[config.mk]
export PLATFORM = sky130hd
export DESIGN_NAME = spi3_reg_slave
export DESIGN_NICKNAME = d
export VERILOG_FILES = /design/src/spi3_pkg.sv /design/src/spi3_skid_buffer.sv /design/src/spi3_reg_slave.sv
export VERILOG_INCLUDE_DIRS = /design/src
export SDC_FILE = /design/constraint.sdc
export NUM_CORES = 1
export LEC_CHECK = 0
export BUFFER_PORTS_ARGS = -buffer_cell sky130_fd_sc_hd__buf_4
export CORE_MARGIN = 5
export CORE_UTILIZATION = 40
export DETAILED_ROUTE_END_ITERATION = 7
export HOLD_SLACK_MARGIN = 0.1
export PLACE_DENSITY = 0.59
export SETUP_SLACK_MARGIN = 0.02
export SLEW_MARGIN = 20
export SYNTH_ARGS = -nofsm -noshare
export SYNTH_HDL_FRONTEND = slang
export SYNTH_SLANG_ARGS = --single-unit
[constraint.sdc]
create_clock -name i_ref_clk -period 9 [get_ports i_ref_clk]
set_clock_uncertainty 0.1 [all_clocks]
set_input_delay 0.9 -clock i_ref_clk [delete_from_list [all_inputs] [get_ports i_ref_clk]]
set_output_delay 0.9 -clock i_ref_clk [all_outputs]
set_load 0.01 [all_outputs]
[src/spi3_params.svh]
`ifndef SPI3_PARAMS_SVH
`define SPI3_PARAMS_SVH

`define SPI3_ADDR_W 7
`define SPI3_DATA_W 8
`define SPI3_BITS_PER_BYTE 4'h8
`define SPI3_LAST_BIT 3'h7
`define SPI3_DIR_READ 1'h1
`define SPI3_REG_RESET 8'h00
`define SPI3_BUF_DEPTH 2

`endif

[src/spi3_pkg.sv]
package spi3_pkg;
  `include "spi3_params.svh"

  // one register access as seen by the register space
  typedef struct packed {
    logic [`SPI3_ADDR_W-1:0] addr;
    logic [`SPI3_DATA_W-1:0] data;
  } reg_word_type;

  typedef enum logic [2:0] {
    ST_IDLE = 3'b001,
    ST_WRITE = 3'b010,
    ST_READ = 3'b100
  } xfer_state_type;
endpackage

[src/spi3_skid_buffer.sv]
`timescale 1ns/1ps
// two-entry buffer; a stalled receiver loses no committed write while an entry is free
module spi3_skid_buffer
  import spi3_pkg::*;
(
  input wire logic i_ref_clk,
  input wire logic i_rst_n,
  input wire logic i_valid,
  output logic o_ready,
  input wire reg_word_type i_word,
  output logic o_valid,
  input wire logic i_ready,
  output reg_word_type o_word
);
  typedef struct packed {
    reg_word_type [1:0] mem;
    logic rd_ptr;
    logic wr_ptr;
    logic [1:0] count;
  } buf_state_type;

  buf_state_type state_ff;
  buf_state_type nxt_state;
  logic push;
  logic pop;

  assign push = i_valid && (state_ff.count != 2'h2);
  assign pop = o_valid && i_ready;
  assign o_ready = (state_ff.count != 2'h2);
  assign o_valid = (state_ff.count != 2'h0);
  assign o_word = state_ff.mem[state_ff.rd_ptr];

  // pointer and occupancy update
  always_comb begin
    nxt_state = state_ff;
    if (push) begin
      nxt_state.mem[state_ff.wr_ptr] = i_word;
      nxt_state.wr_ptr = ~state_ff.wr_ptr;
    end
    if (pop) begin
      nxt_state.rd_ptr = ~state_ff.rd_ptr;
    end
    nxt_state.count = 2'(state_ff.count + {1'b0, push} - {1'b0, pop});
  end

  always_ff @(posedge i_ref_clk or negedge i_rst_n) begin
    if (!i_rst_n) begin
      state_ff <= '0;
    end else begin
      state_ff <= nxt_state;
    end
  end
endmodule

[src/spi3_reg_slave.sv]
`timescale 1ns/1ps
`include "spi3_params.svh"
module spi3_reg_slave
  import spi3_pkg::*;
(
  input wire logic i_ref_clk,
  input wire logic i_rst_n,
  input wire logic i_serial_clk,
  input wire logic i_select_low_n,
  input wire logic i_serial_data_i,
  output logic o_serial_data_o,
  output logic o_serial_data_oe_n,
  input wire logic i_read_edge_select,
  input wire logic i_reg_ready,
  output logic o_reg_valid,
  output logic [`SPI3_ADDR_W-1:0] o_reg_addr,
  output logic [`SPI3_DATA_W-1:0] o_reg_data,
  output logic o_busy
);
  typedef struct packed {
    logic [1:0] sclk_sync;
    logic [1:0] sel_sync;
    logic [1:0] din_sync;
    logic sclk_prev;
    xfer_state_type st;
    logic [2:0] bit_cnt;
    logic [`SPI3_DATA_W-1:0] shreg;
    logic [`SPI3_ADDR_W-1:0] addr;
    logic [`SPI3_DATA_W-1:0] rd_shift;
    logic dout;
    logic oe_n;
    logic busy;
  } slave_state_type;

  slave_state_type state_ff;
  slave_state_type nxt_state;
  logic [`SPI3_DATA_W-1:0] regs [0:(1<<`SPI3_ADDR_W)-1];
  reg_word_type wr_word;
  reg_word_type buf_word;
  logic wr_valid;
  logic wr_ready;
  logic buf_valid;
  logic sclk_s;
  logic sel_n_s;
  logic din_s;
  logic rise;
  logic fall;
  logic launch;
  logic [2:0] rd_idx;
  logic [`SPI3_DATA_W-1:0] byte_in;

  // only the second stage of each synchroniser is read
  assign sclk_s = state_ff.sclk_sync[1];
  assign sel_n_s = state_ff.sel_sync[1];
  assign din_s = state_ff.din_sync[1];
  assign rise = sclk_s && !state_ff.sclk_prev;
  assign fall = !sclk_s && state_ff.sclk_prev;
  assign launch = i_read_edge_select ? rise : fall;
  // a rising launch sees the count before its own increment,
  // so it must present the bit one ahead
  assign rd_idx = i_read_edge_select ? 3'(state_ff.bit_cnt + 3'h1)
                                     : state_ff.bit_cnt;
  // lsb arrives first, so new bits enter at the top
  assign byte_in = {din_s, state_ff.shreg[`SPI3_DATA_W-1:1]};

  // transfer engine; serial clock is oversampled by the reference clock
  always_comb begin
    nxt_state = state_ff;
    wr_valid = 1'b0;
    wr_word = '0;
    nxt_state.sclk_sync = {state_ff.sclk_sync[0], i_serial_clk};
    nxt_state.sel_sync = {state_ff.sel_sync[0], i_select_low_n};
    nxt_state.din_sync = {state_ff.din_sync[0], i_serial_data_i};
    nxt_state.sclk_prev = sclk_s;
    if (sel_n_s) begin
      nxt_state.st = ST_IDLE;
      nxt_state.bit_cnt = 3'h0;
      nxt_state.oe_n = 1'b1;
      nxt_state.busy = 1'b0;
    end else begin
      nxt_state.busy = 1'b1;
      if (rise) begin
        nxt_state.shreg = byte_in;
        nxt_state.bit_cnt = 3'(state_ff.bit_cnt + 3'h1);
      end
      unique case (state_ff.st)
        ST_IDLE: begin
          if (rise && state_ff.bit_cnt == `SPI3_LAST_BIT) begin
            // bit 0 on the wire is direction, then address lsb first
            nxt_state.addr = byte_in[`SPI3_DATA_W-1:1];
            if (byte_in[0] == `SPI3_DIR_READ) begin
              nxt_state.st = ST_READ;
              nxt_state.rd_shift = regs[byte_in[`SPI3_DATA_W-1:1]];
              nxt_state.dout = regs[byte_in[`SPI3_DATA_W-1:1]][0];
              nxt_state.oe_n = 1'b0;
            end else begin
              nxt_state.st = ST_WRITE;
            end
          end
        end
        ST_WRITE: begin
          // commit only on the last bit of a full byte
          if (rise && state_ff.bit_cnt == `SPI3_LAST_BIT) begin
            wr_valid = 1'b1;
            wr_word.addr = state_ff.addr;
            wr_word.data = byte_in;
            nxt_state.addr = 7'(state_ff.addr + 7'h1);
          end
        end
        ST_READ: begin
          if (launch) begin
            if (rd_idx == 3'h0) begin
              // byte boundary: fetch the register the address points at
              nxt_state.rd_shift = regs[state_ff.addr];
              nxt_state.dout = regs[state_ff.addr][0];
            end else begin
              nxt_state.dout = state_ff.rd_shift[rd_idx];
            end
            // step the address on the last bit so the next fetch is A+1
            if (rd_idx == `SPI3_LAST_BIT) begin
              nxt_state.addr = 7'(state_ff.addr + 7'h1);
            end
          end
        end
      endcase
    end
  end

  always_ff @(posedge i_ref_clk or negedge i_rst_n) begin
    if (!i_rst_n) begin
      state_ff <= '{sclk_sync: 2'h0, sel_sync: 2'h3, din_sync: 2'h0,
                    sclk_prev: 1'b0, st: ST_IDLE, bit_cnt: 3'h0,
                    shreg: 8'h00, addr: 7'h00, rd_shift: 8'h00,
                    dout: 1'b0, oe_n: 1'b1, busy: 1'b0};
    end else begin
      state_ff <= nxt_state;
    end
  end

  // register space; writes land from the buffer, so a stall loses nothing until both buffer entries are full
  always_ff @(posedge i_ref_clk) begin
    if (buf_valid) begin
      regs[buf_word.addr] <= buf_word.data;
    end
  end

  // outputs are registered copies of the drained word
  always_ff @(posedge i_ref_clk or negedge i_rst_n) begin
    if (!i_rst_n) begin
      o_reg_valid <= 1'b0;
      o_reg_addr <= 7'h00;
      o_reg_data <= `SPI3_REG_RESET;
    end else begin
      o_reg_valid <= buf_valid && i_reg_ready;
      if (buf_valid && i_reg_ready) begin
        o_reg_addr <= buf_word.addr;
        o_reg_data <= buf_word.data;
      end
    end
  end

  assign o_serial_data_o = state_ff.dout;
  assign o_serial_data_oe_n = state_ff.oe_n;
  assign o_busy = state_ff.busy;

  spi3_skid_buffer u_buf (
    .i_ref_clk(i_ref_clk),
    .i_rst_n(i_rst_n),
    .i_valid(wr_valid),
    .o_ready(wr_ready),
    .i_word(wr_word),
    .o_valid(buf_valid),
    .i_ready(i_reg_ready),
    .o_word(buf_word)
  );
endmodule

==> results.md, run 1 <==
* RSZ-0062 raised after global routing: no
* Synth Area in Compound Gates at 2.730%
* FILL cells at 10957
* Die ar. at 136900 µm²
* Gp weighted congestion at 0.9222
* H-tree depth at 3
* WL/cell at 34.93 µm
* Row count at 132
* Die width at 370.0 µm
* Yosys warnings at 0
* Worst slew pin tran at 1201 ps
* Syn Inst Count at 2649
* Worst Hold Class: in2reg
* Post-synth top area cell: edfxtp_1
* Buffers added on ports at 25
* First-pass GRT wire length at 223.3 mm
* EDFF count, synth at 1024
* Wl on met1 at 60.26 mm
* Peak Freq at 0.2232 GHz
* WL met3 at 16.57 mm
* Starting Density at 40.13%
* Synthesized area per cell at 19.57 µm²
* Clk_lat worst skew at 720 ps
* Synth top area share at 59.32%
* Vias in the first global route at 29555
* Root buffer cell: clkbuf_16
* Boundary pin count at 26
* Largest family of logic cells by synthesized area: multiplexers
* Status: complete, no violations
* Share of cells above drive strength 1 at 35.13%
* Slew Limit Fails at 0
* Pleak at 15.33 nW
* Clk buf depth at 3
* Max-cap violations at 0
* Worst reg2reg path depth at 7
* Fin Hold WS at 187.1 ps
* Critical Path Sink Type: register
* DRT iter0 DRCs at 3792
* Antenna violations before repair at 3
* Total core area at 129200 µm²
* Synth Cell Area at 51830 µm²
* Simple-gate share of the synthesized area at 3.155%
* Post-Syn Nets at 2661
* Final hold violations at 0
* Setup TNS at 0 ps
* Clock Pin Slew Worst Setup and Hold Paths at 60 ps
* Worst r2r src: byte_in[1]
* Worst hold path depth at 1
* Post-synth ARST share at 7.831%
* DRT Pass-1 Iters at 7
* CP required at 9460 ps
* Min-delay src: i_serial_data_i
* Post-route DRC at 0
* Nets at 2680
* Crit path DAT at 4940 ps
* Adder-Cell Fraction of Synth Area at 0.1207%
* Post-CTS Setup Bufs at 0
* Max-slew headroom at 19.61%
* XOR/XNOR Fraction of Synth Area at 0.1352%
* Antenna Violating Nets Remaining at 0
* Worst vdd ir at 0.1763 mV
* CP Launch Type: register
* CTS tree: built
* Tmin final at 4480 ps
* Met2 wire length at 72.98 mm
* Pin count of the biggest net entering global routing at 134
* Top Metal Used: met5
* Top cells by area, synth: edfxtp_1 59%, mux4_2 25%, dfrtp_1 4.0%, mux2i_1 1.9%, nor2_1 1.2%
* Reg2Reg Capture Point: state_ff[7]
* Overflow after GRT at 0
* Area delta synth->final at 11.69%
* Worst-path fanout max at 101
* DR vias at 28944
* Die Y at 370.0 µm
* Average via count per standard cell at 6.421
* Total GRT Usage at 22.91%
* Multiplexer share of the synthesized area at 28.18%
* Seq/Total Area, Yosys at 63.53%
* Main synth FF type: edfxtp_1
* Final Cycle Share at 49.77%
* Post-synthesis register bit count at 1111
* Critical path class: reg2reg
* Reg2reg setup slack at 4520 ps
* Final WL at 157.5 mm
* Post-detail-place hpwl at 99.12 mm
* Num CTS Buffers at 117
* CTS sink cnt at 1111
* Cell area power density at 215.0 nW/µm²
* Final Setup Violations at 0
* Worst Hold End: nxt_state[34]
* Synth cell types at 65
cell usage after synthesis (16+ instances only):
library cell / instances
a21oi_1: 29
o21ai_0: 47
o22ai_1: 17
mux2_2: 51
mux2i_1: 99
nor2_1: 171
buf_4: 33
buf_2: 45
inv_1: 16
nand2_1: 97
edfxtp_1: 1024
dfrtp_1: 83
nand3_1: 23
o221ai_1: 17
mux4_2: 579
clkbuf_1: 89
buf_1: 17
how the worst max path moves through the flow:
stage / startpoint / endpoint / slack (ps) / cells past startpoint
2_1_floorplan: i_read_edge_select / state_ff[4] / 6010 / 8
5_1_grt: state_ff[11] / state_ff[7] / 4260 / 7
6_report: byte_in[1] / state_ff[7] / 4520 / 7
4_1_cts: state_ff[11] / state_ff[7] / 4470 / 7
3_5_place_dp: state_ff[11] / state_ff[7] / 4510 / 7
3_3_place_gp: state_ff[11] / state_ff[7] / 4510 / 7
through the flow:
step | util (%) | power [mW] | worst slack, ps | cell area (µm²) | std cells
2_1_floorplan | - | 6.988 | 6014 | 51830 | 2649
3_3_place_gp | 41.68 | 7.555 | 4513 | 53830 | 4290
3_5_place_dp | 41.73 | 7.568 | 4508 | 53900 | 4290
4_1_cts | 44.79 | 12.51 | 4467 | 57850 | 4506
5_1_grt | 44.82 | 12.81 | 4258 | 57890 | 4506
6_report | 44.83 | 12.45 | 4520 | 57900 | 4508
where the power goes:
group          switching [mW]  internal (mW)  leakage, nW
clock                    2.03           2.95         1.94
sequential              0.131           5.61         8.88
combinational            1.08          0.656         4.50
total                    3.23           9.22         15.3
area by class of cell:
cell class                 count  area, µm²  area share (%)
sequential                  1111      32960           56.92
multi-input combinational   1319      17940           30.99
clock buffer                 136       3124           5.396
tap                         1742       2180           3.765
clock inverter                79      813.3           1.405
timing repair buffer          99      799.5           1.381
inverter                      20      77.57          0.1340
antenna                        2      5.005        0.008645
layout by cell type, fill, tap and decap left out, types with 11 or more instances in the layout:
| cell type | n |
|---|---|
| nor2_2 | 36 |
| clkinv_2 | 33 |
| clkbuf_1 | 11 |
| mux2_2 | 43 |
| edfxtp_1 | 1024 |
| o221ai_1 | 17 |
| clkinv_1 | 24 |
| a22oi_1 | 12 |
| o22ai_1 | 17 |
| nor2_1 | 135 |
| buf_4 | 93 |
| o21ai_0 | 46 |
| dfrtp_1 | 76 |
| a21oi_1 | 29 |
| bufinv_16 | 17 |
| nand2_1 | 97 |
| nor2b_1 | 14 |
| mux2i_1 | 98 |
| clkbuf_16 | 121 |
| mux4_2 | 579 |
| nor3_1 | 13 |
| nand3_1 | 20 |
| inv_1 | 16 |
sequential cells by signal, indices dropped and copies added (netlist names):
signal	count
nxt_state	4
byte_in	8
o_reg_data	8
o_serial_data_o	1
regs	1024
o_reg_addr	7
o_reg_valid	1
sel_n_s	1
o_serial_data_oe_n	1
u_buf.state_ff	34
state_ff	21
o_busy	1
routing by layer:
layer | track usage, % | up-vias
met3 | 6.414 | 357
li1 | - | 11352
met1 | 30.71 | 15553
met5 | 0 | -
met4 | 9.848 | 2
met2 | 35.38 | 1680
what timing repair did:
action,4_1_cts,5_1_grt
hold buffers,1,0
resized for setup,0,0
hold endpoints to repair,28,0
worst max-delay path: stages, from the launching register on:
cell,delay (ps)
dfrtp_4,870
buf_12,600
mux4_2,640
mux4_2,550
o21ai_0,520
nand2_1,210
a32oi_1,420
o21ai_1,120
cell families (layout without fill, tap and decap cells):
group,count (synthesis),after routing
AND/OR/NAND/NOR,371,371
multiplexers,729,729
other,0,2
AO/OA/AOI/OAI,206,206
adder cells (fa/ha/maj),5,5
XOR/XNOR,8,8
flip-flops,1111,1111
buffers and inverters,219,334
Power figures use the tool's default switching activity.
==> inputs of run 2 (changes only) <==
==> constraint.sdc (replaced) <==
create_clock -name i_ref_clk -period 4.6 [get_ports i_ref_clk]
set_clock_uncertainty 0.1 [all_clocks]
set_input_delay 0.46 -clock i_ref_clk [delete_from_list [all_inputs] [get_ports i_ref_clk]]
set_output_delay 0.46 -clock i_ref_clk [all_outputs]
set_load 0.01 [all_outputs]
==> run 2 against run 1 <==
Against the previous run:
- worst setup slack worse by 3800 ps
- largest cell class unchanged
- core utilization up 0.62 points
- critical path type unchanged
- die area unchanged
- sequential share of layout area down 0.77 points
- worst hold slack better by 32 ps
- highest routed layer unchanged
- critical endpoint is now state_ff[5]
==> results.md, run 2 (same netlist as run 1, synthesis figures left out) <==
* Clk_lat worst skew at 750 ps (was 720 ps)
* Clk buf depth at 3 (unchanged)
* Most flop-heavy register: regs (unchanged)
* Post-route DRC at 0 (unchanged)
* Slew Limit Fails at 0 (unchanged)
* CTS tree: built (unchanged)
* Largest registers: regs (1024), u_buf.state_ff (34), state_ff (21) (unchanged)
* Max-slew headroom at 20.66% (was 19.61%)
* Worst Hold Class: in2async (was in2reg)
* Cts repair resizes at 0 (unchanged)
* Tmin final at 3867 ps (was 4480 ps)
* Root buffer cell: clkbuf_16 (unchanged)
* Status: complete, no violations (unchanged)
* CTS sink cnt at 1111 (unchanged)
* CP required at 5130 ps (was 9460 ps)
* Total GRT Usage at 23.36% (was 22.91%)
* Antenna violations before repair at 2 (was 3)
* Average via count per standard cell at 6.321 (was 6.421)
* Clock Pin Slew Worst Setup and Hold Paths at 60 ps (about the same)
* Final Setup Violations at 0 (unchanged)
* Nets at 2816 (was 2680)
* Fin Hold WS at 218.9 ps (was 187.1 ps)
* Reg2Reg Capture Point: state_ff[5] (was state_ff[7])
* Total core area at 129200 µm² (unchanged)
* Worst vdd ir at 0.3067 mV (was 0.1763 mV)
* Sequential cell area at 32960 µm² (unchanged)
* Setup TNS at 0 ps (unchanged)
* H-tree depth at 3 (unchanged)
* Boundary pin count at 26 (unchanged)
* Worst r2r src: state_ff[12] (was byte_in[1])
* Max-cap violations at 0 (unchanged)
* Die Y at 370.0 µm (unchanged)
* Antenna Violating Nets Remaining at 0 (unchanged)
* Critical path class: reg2reg (unchanged)
* Die ar. at 136900 µm² (unchanged)
* Reg2reg setup slack at 730 ps (was 4520 ps)
* FILL cells at 10929 (was 10957)
* Worst reg2reg path depth at 8 (was 7)
* Final hold violations at 0 (unchanged)
* Num CTS Buffers at 115 (was 117)
* Peak Freq at 0.2586 GHz (was 0.2232 GHz)
* Die width at 370.0 µm (unchanged)
* Vias in the first global route at 30012 (was 29555)
* Pin count of the biggest net entering global routing at 94 (was 134)
* Final Cycle Share at 84.07% (was 49.77%)
* Starting Density at 40.13% (unchanged)
* Share of cells above drive strength 1 at 35.74% (was 35.13%)
* Overflow after GRT at 0 (unchanged)
* Max reg flops at 1024 (unchanged)
* Area delta synth->final at 13.23% (was 11.69%)
* Crit path DAT at 4400 ps (was 4940 ps)
* DR vias at 29330 (was 28944)
* Post-CTS Setup Bufs at 0 (unchanged)
* # hold bufs at CTS at 4 (was 1)
* Row count at 132 (unchanged)
* Worst slew pin tran at 1186 ps (was 1201 ps)
* Worst-path fanout max at 44 (was 101)
* Setup WS pre-CTS at 825.9 ps (was 4508 ps)
* CP Launch Type: register (unchanged)
* Commonest non-fill, non-tap cell in the layout: edfxtp_1 (unchanged)
* RSZ-0062 raised after global routing: no (unchanged)
* Gp weighted congestion at 0.9424 (was 0.9222)
* Cell area power density at 406.5 nW/µm² (was 215.0 nW/µm²)
* Critical Path Sink Type: register (unchanged)
* DRT iter0 DRCs at 3371 (was 3792)
* Multi-input gate area at 17830 µm² (was 17940 µm²)
* Buffers added on ports at 25 (unchanged)
* DRT Pass-1 Iters at 5 (was 7)
* Final WL at 159.6 mm (was 157.5 mm)
* First-pass GRT wire length at 227.1 mm (was 223.3 mm)
* PnR worst setup slack at 732.9 ps (was 4520 ps)
* Most frequent cells in the layout: 1024 x edfxtp_1, 579 x mux4_2, 209 x buf_4, 168 x nor2_1, 116 x clkbuf_16 (was 1024 x edfxtp_1, 579 x mux4_2, 135 x nor2_1, 121 x clkbuf_16, 98 x mux2i_1)
* WL/cell at 34.39 µm (was 34.93 µm)
* Pleak at 16.63 nW (was 15.33 nW)
* Post-detail-place hpwl at 105.5 mm (was 99.12 mm)
run 2: stage by stage:
step / util (%) / std cells / instance area [µm²] / total power, mW
2_1_floorplan: - / 2649 / 51830 / 13.67
3_3_place_gp: 42.63 / 4424 / 55060 / 14.99
3_5_place_dp: 42.64 / 4424 / 55080 / 15.02
4_1_cts: 45.42 / 4637 / 58660 / 23.97
5_1_grt: 45.44 / 4638 / 58690 / 24.54
6_report: 45.44 / 4640 / 58690 / 23.86
run 2: layer usage:
layer	GRT usage (%)	vias up	wire length [µm]
li1	-	11629	-
met1	32.09	15898	63510
met2	36.80	1515	75520
met3	5.363	286	14450
met4	8.538	2	6068
met5	0	-	11
run 2: final cells by class:
cell class / instances / area share, %
Antenna cell: 2 / 0.008527
Tap cell: 1742 / 3.714
Timing Repair Buffer: 237 / 3.573
Clock buffer: 146 / 5.155
Multi-Input combinational cell: 1319 / 30.38
Inverter: 20 / 0.1322
Clock inverter: 63 / 0.8847
Sequential cell: 1111 / 56.15
run 2: worst max-delay path: stages (launching register included):
cell,delay [ps]
dfrtp_4,960
buf_4,410
mux4_2,370
a22o_1,240
a221oi_1,670
o21ai_0,300
nor4_1,230
a21oi_1,80
a221o_1,320
run 2: power by group:
group          internal, mW  switching, mW
registers              11.0          0.245
clock network          5.06           3.95
logic                  1.45           2.18
run 2: how the worst max path moves through the flow:
stage	startpoint	endpoint	slack (ps)	cells after the start
floorplan	state_ff[11]	state_ff[10]	1650	10
global placement	byte_in[2]	state_ff[7]	850	8
detailed placement	byte_in[2]	state_ff[7]	830	8
CTS	byte_in[1]	state_ff[7]	820	8
global route	byte_in[1]	state_ff[7]	610	8
finish	state_ff[12]	state_ff[5]	730	8
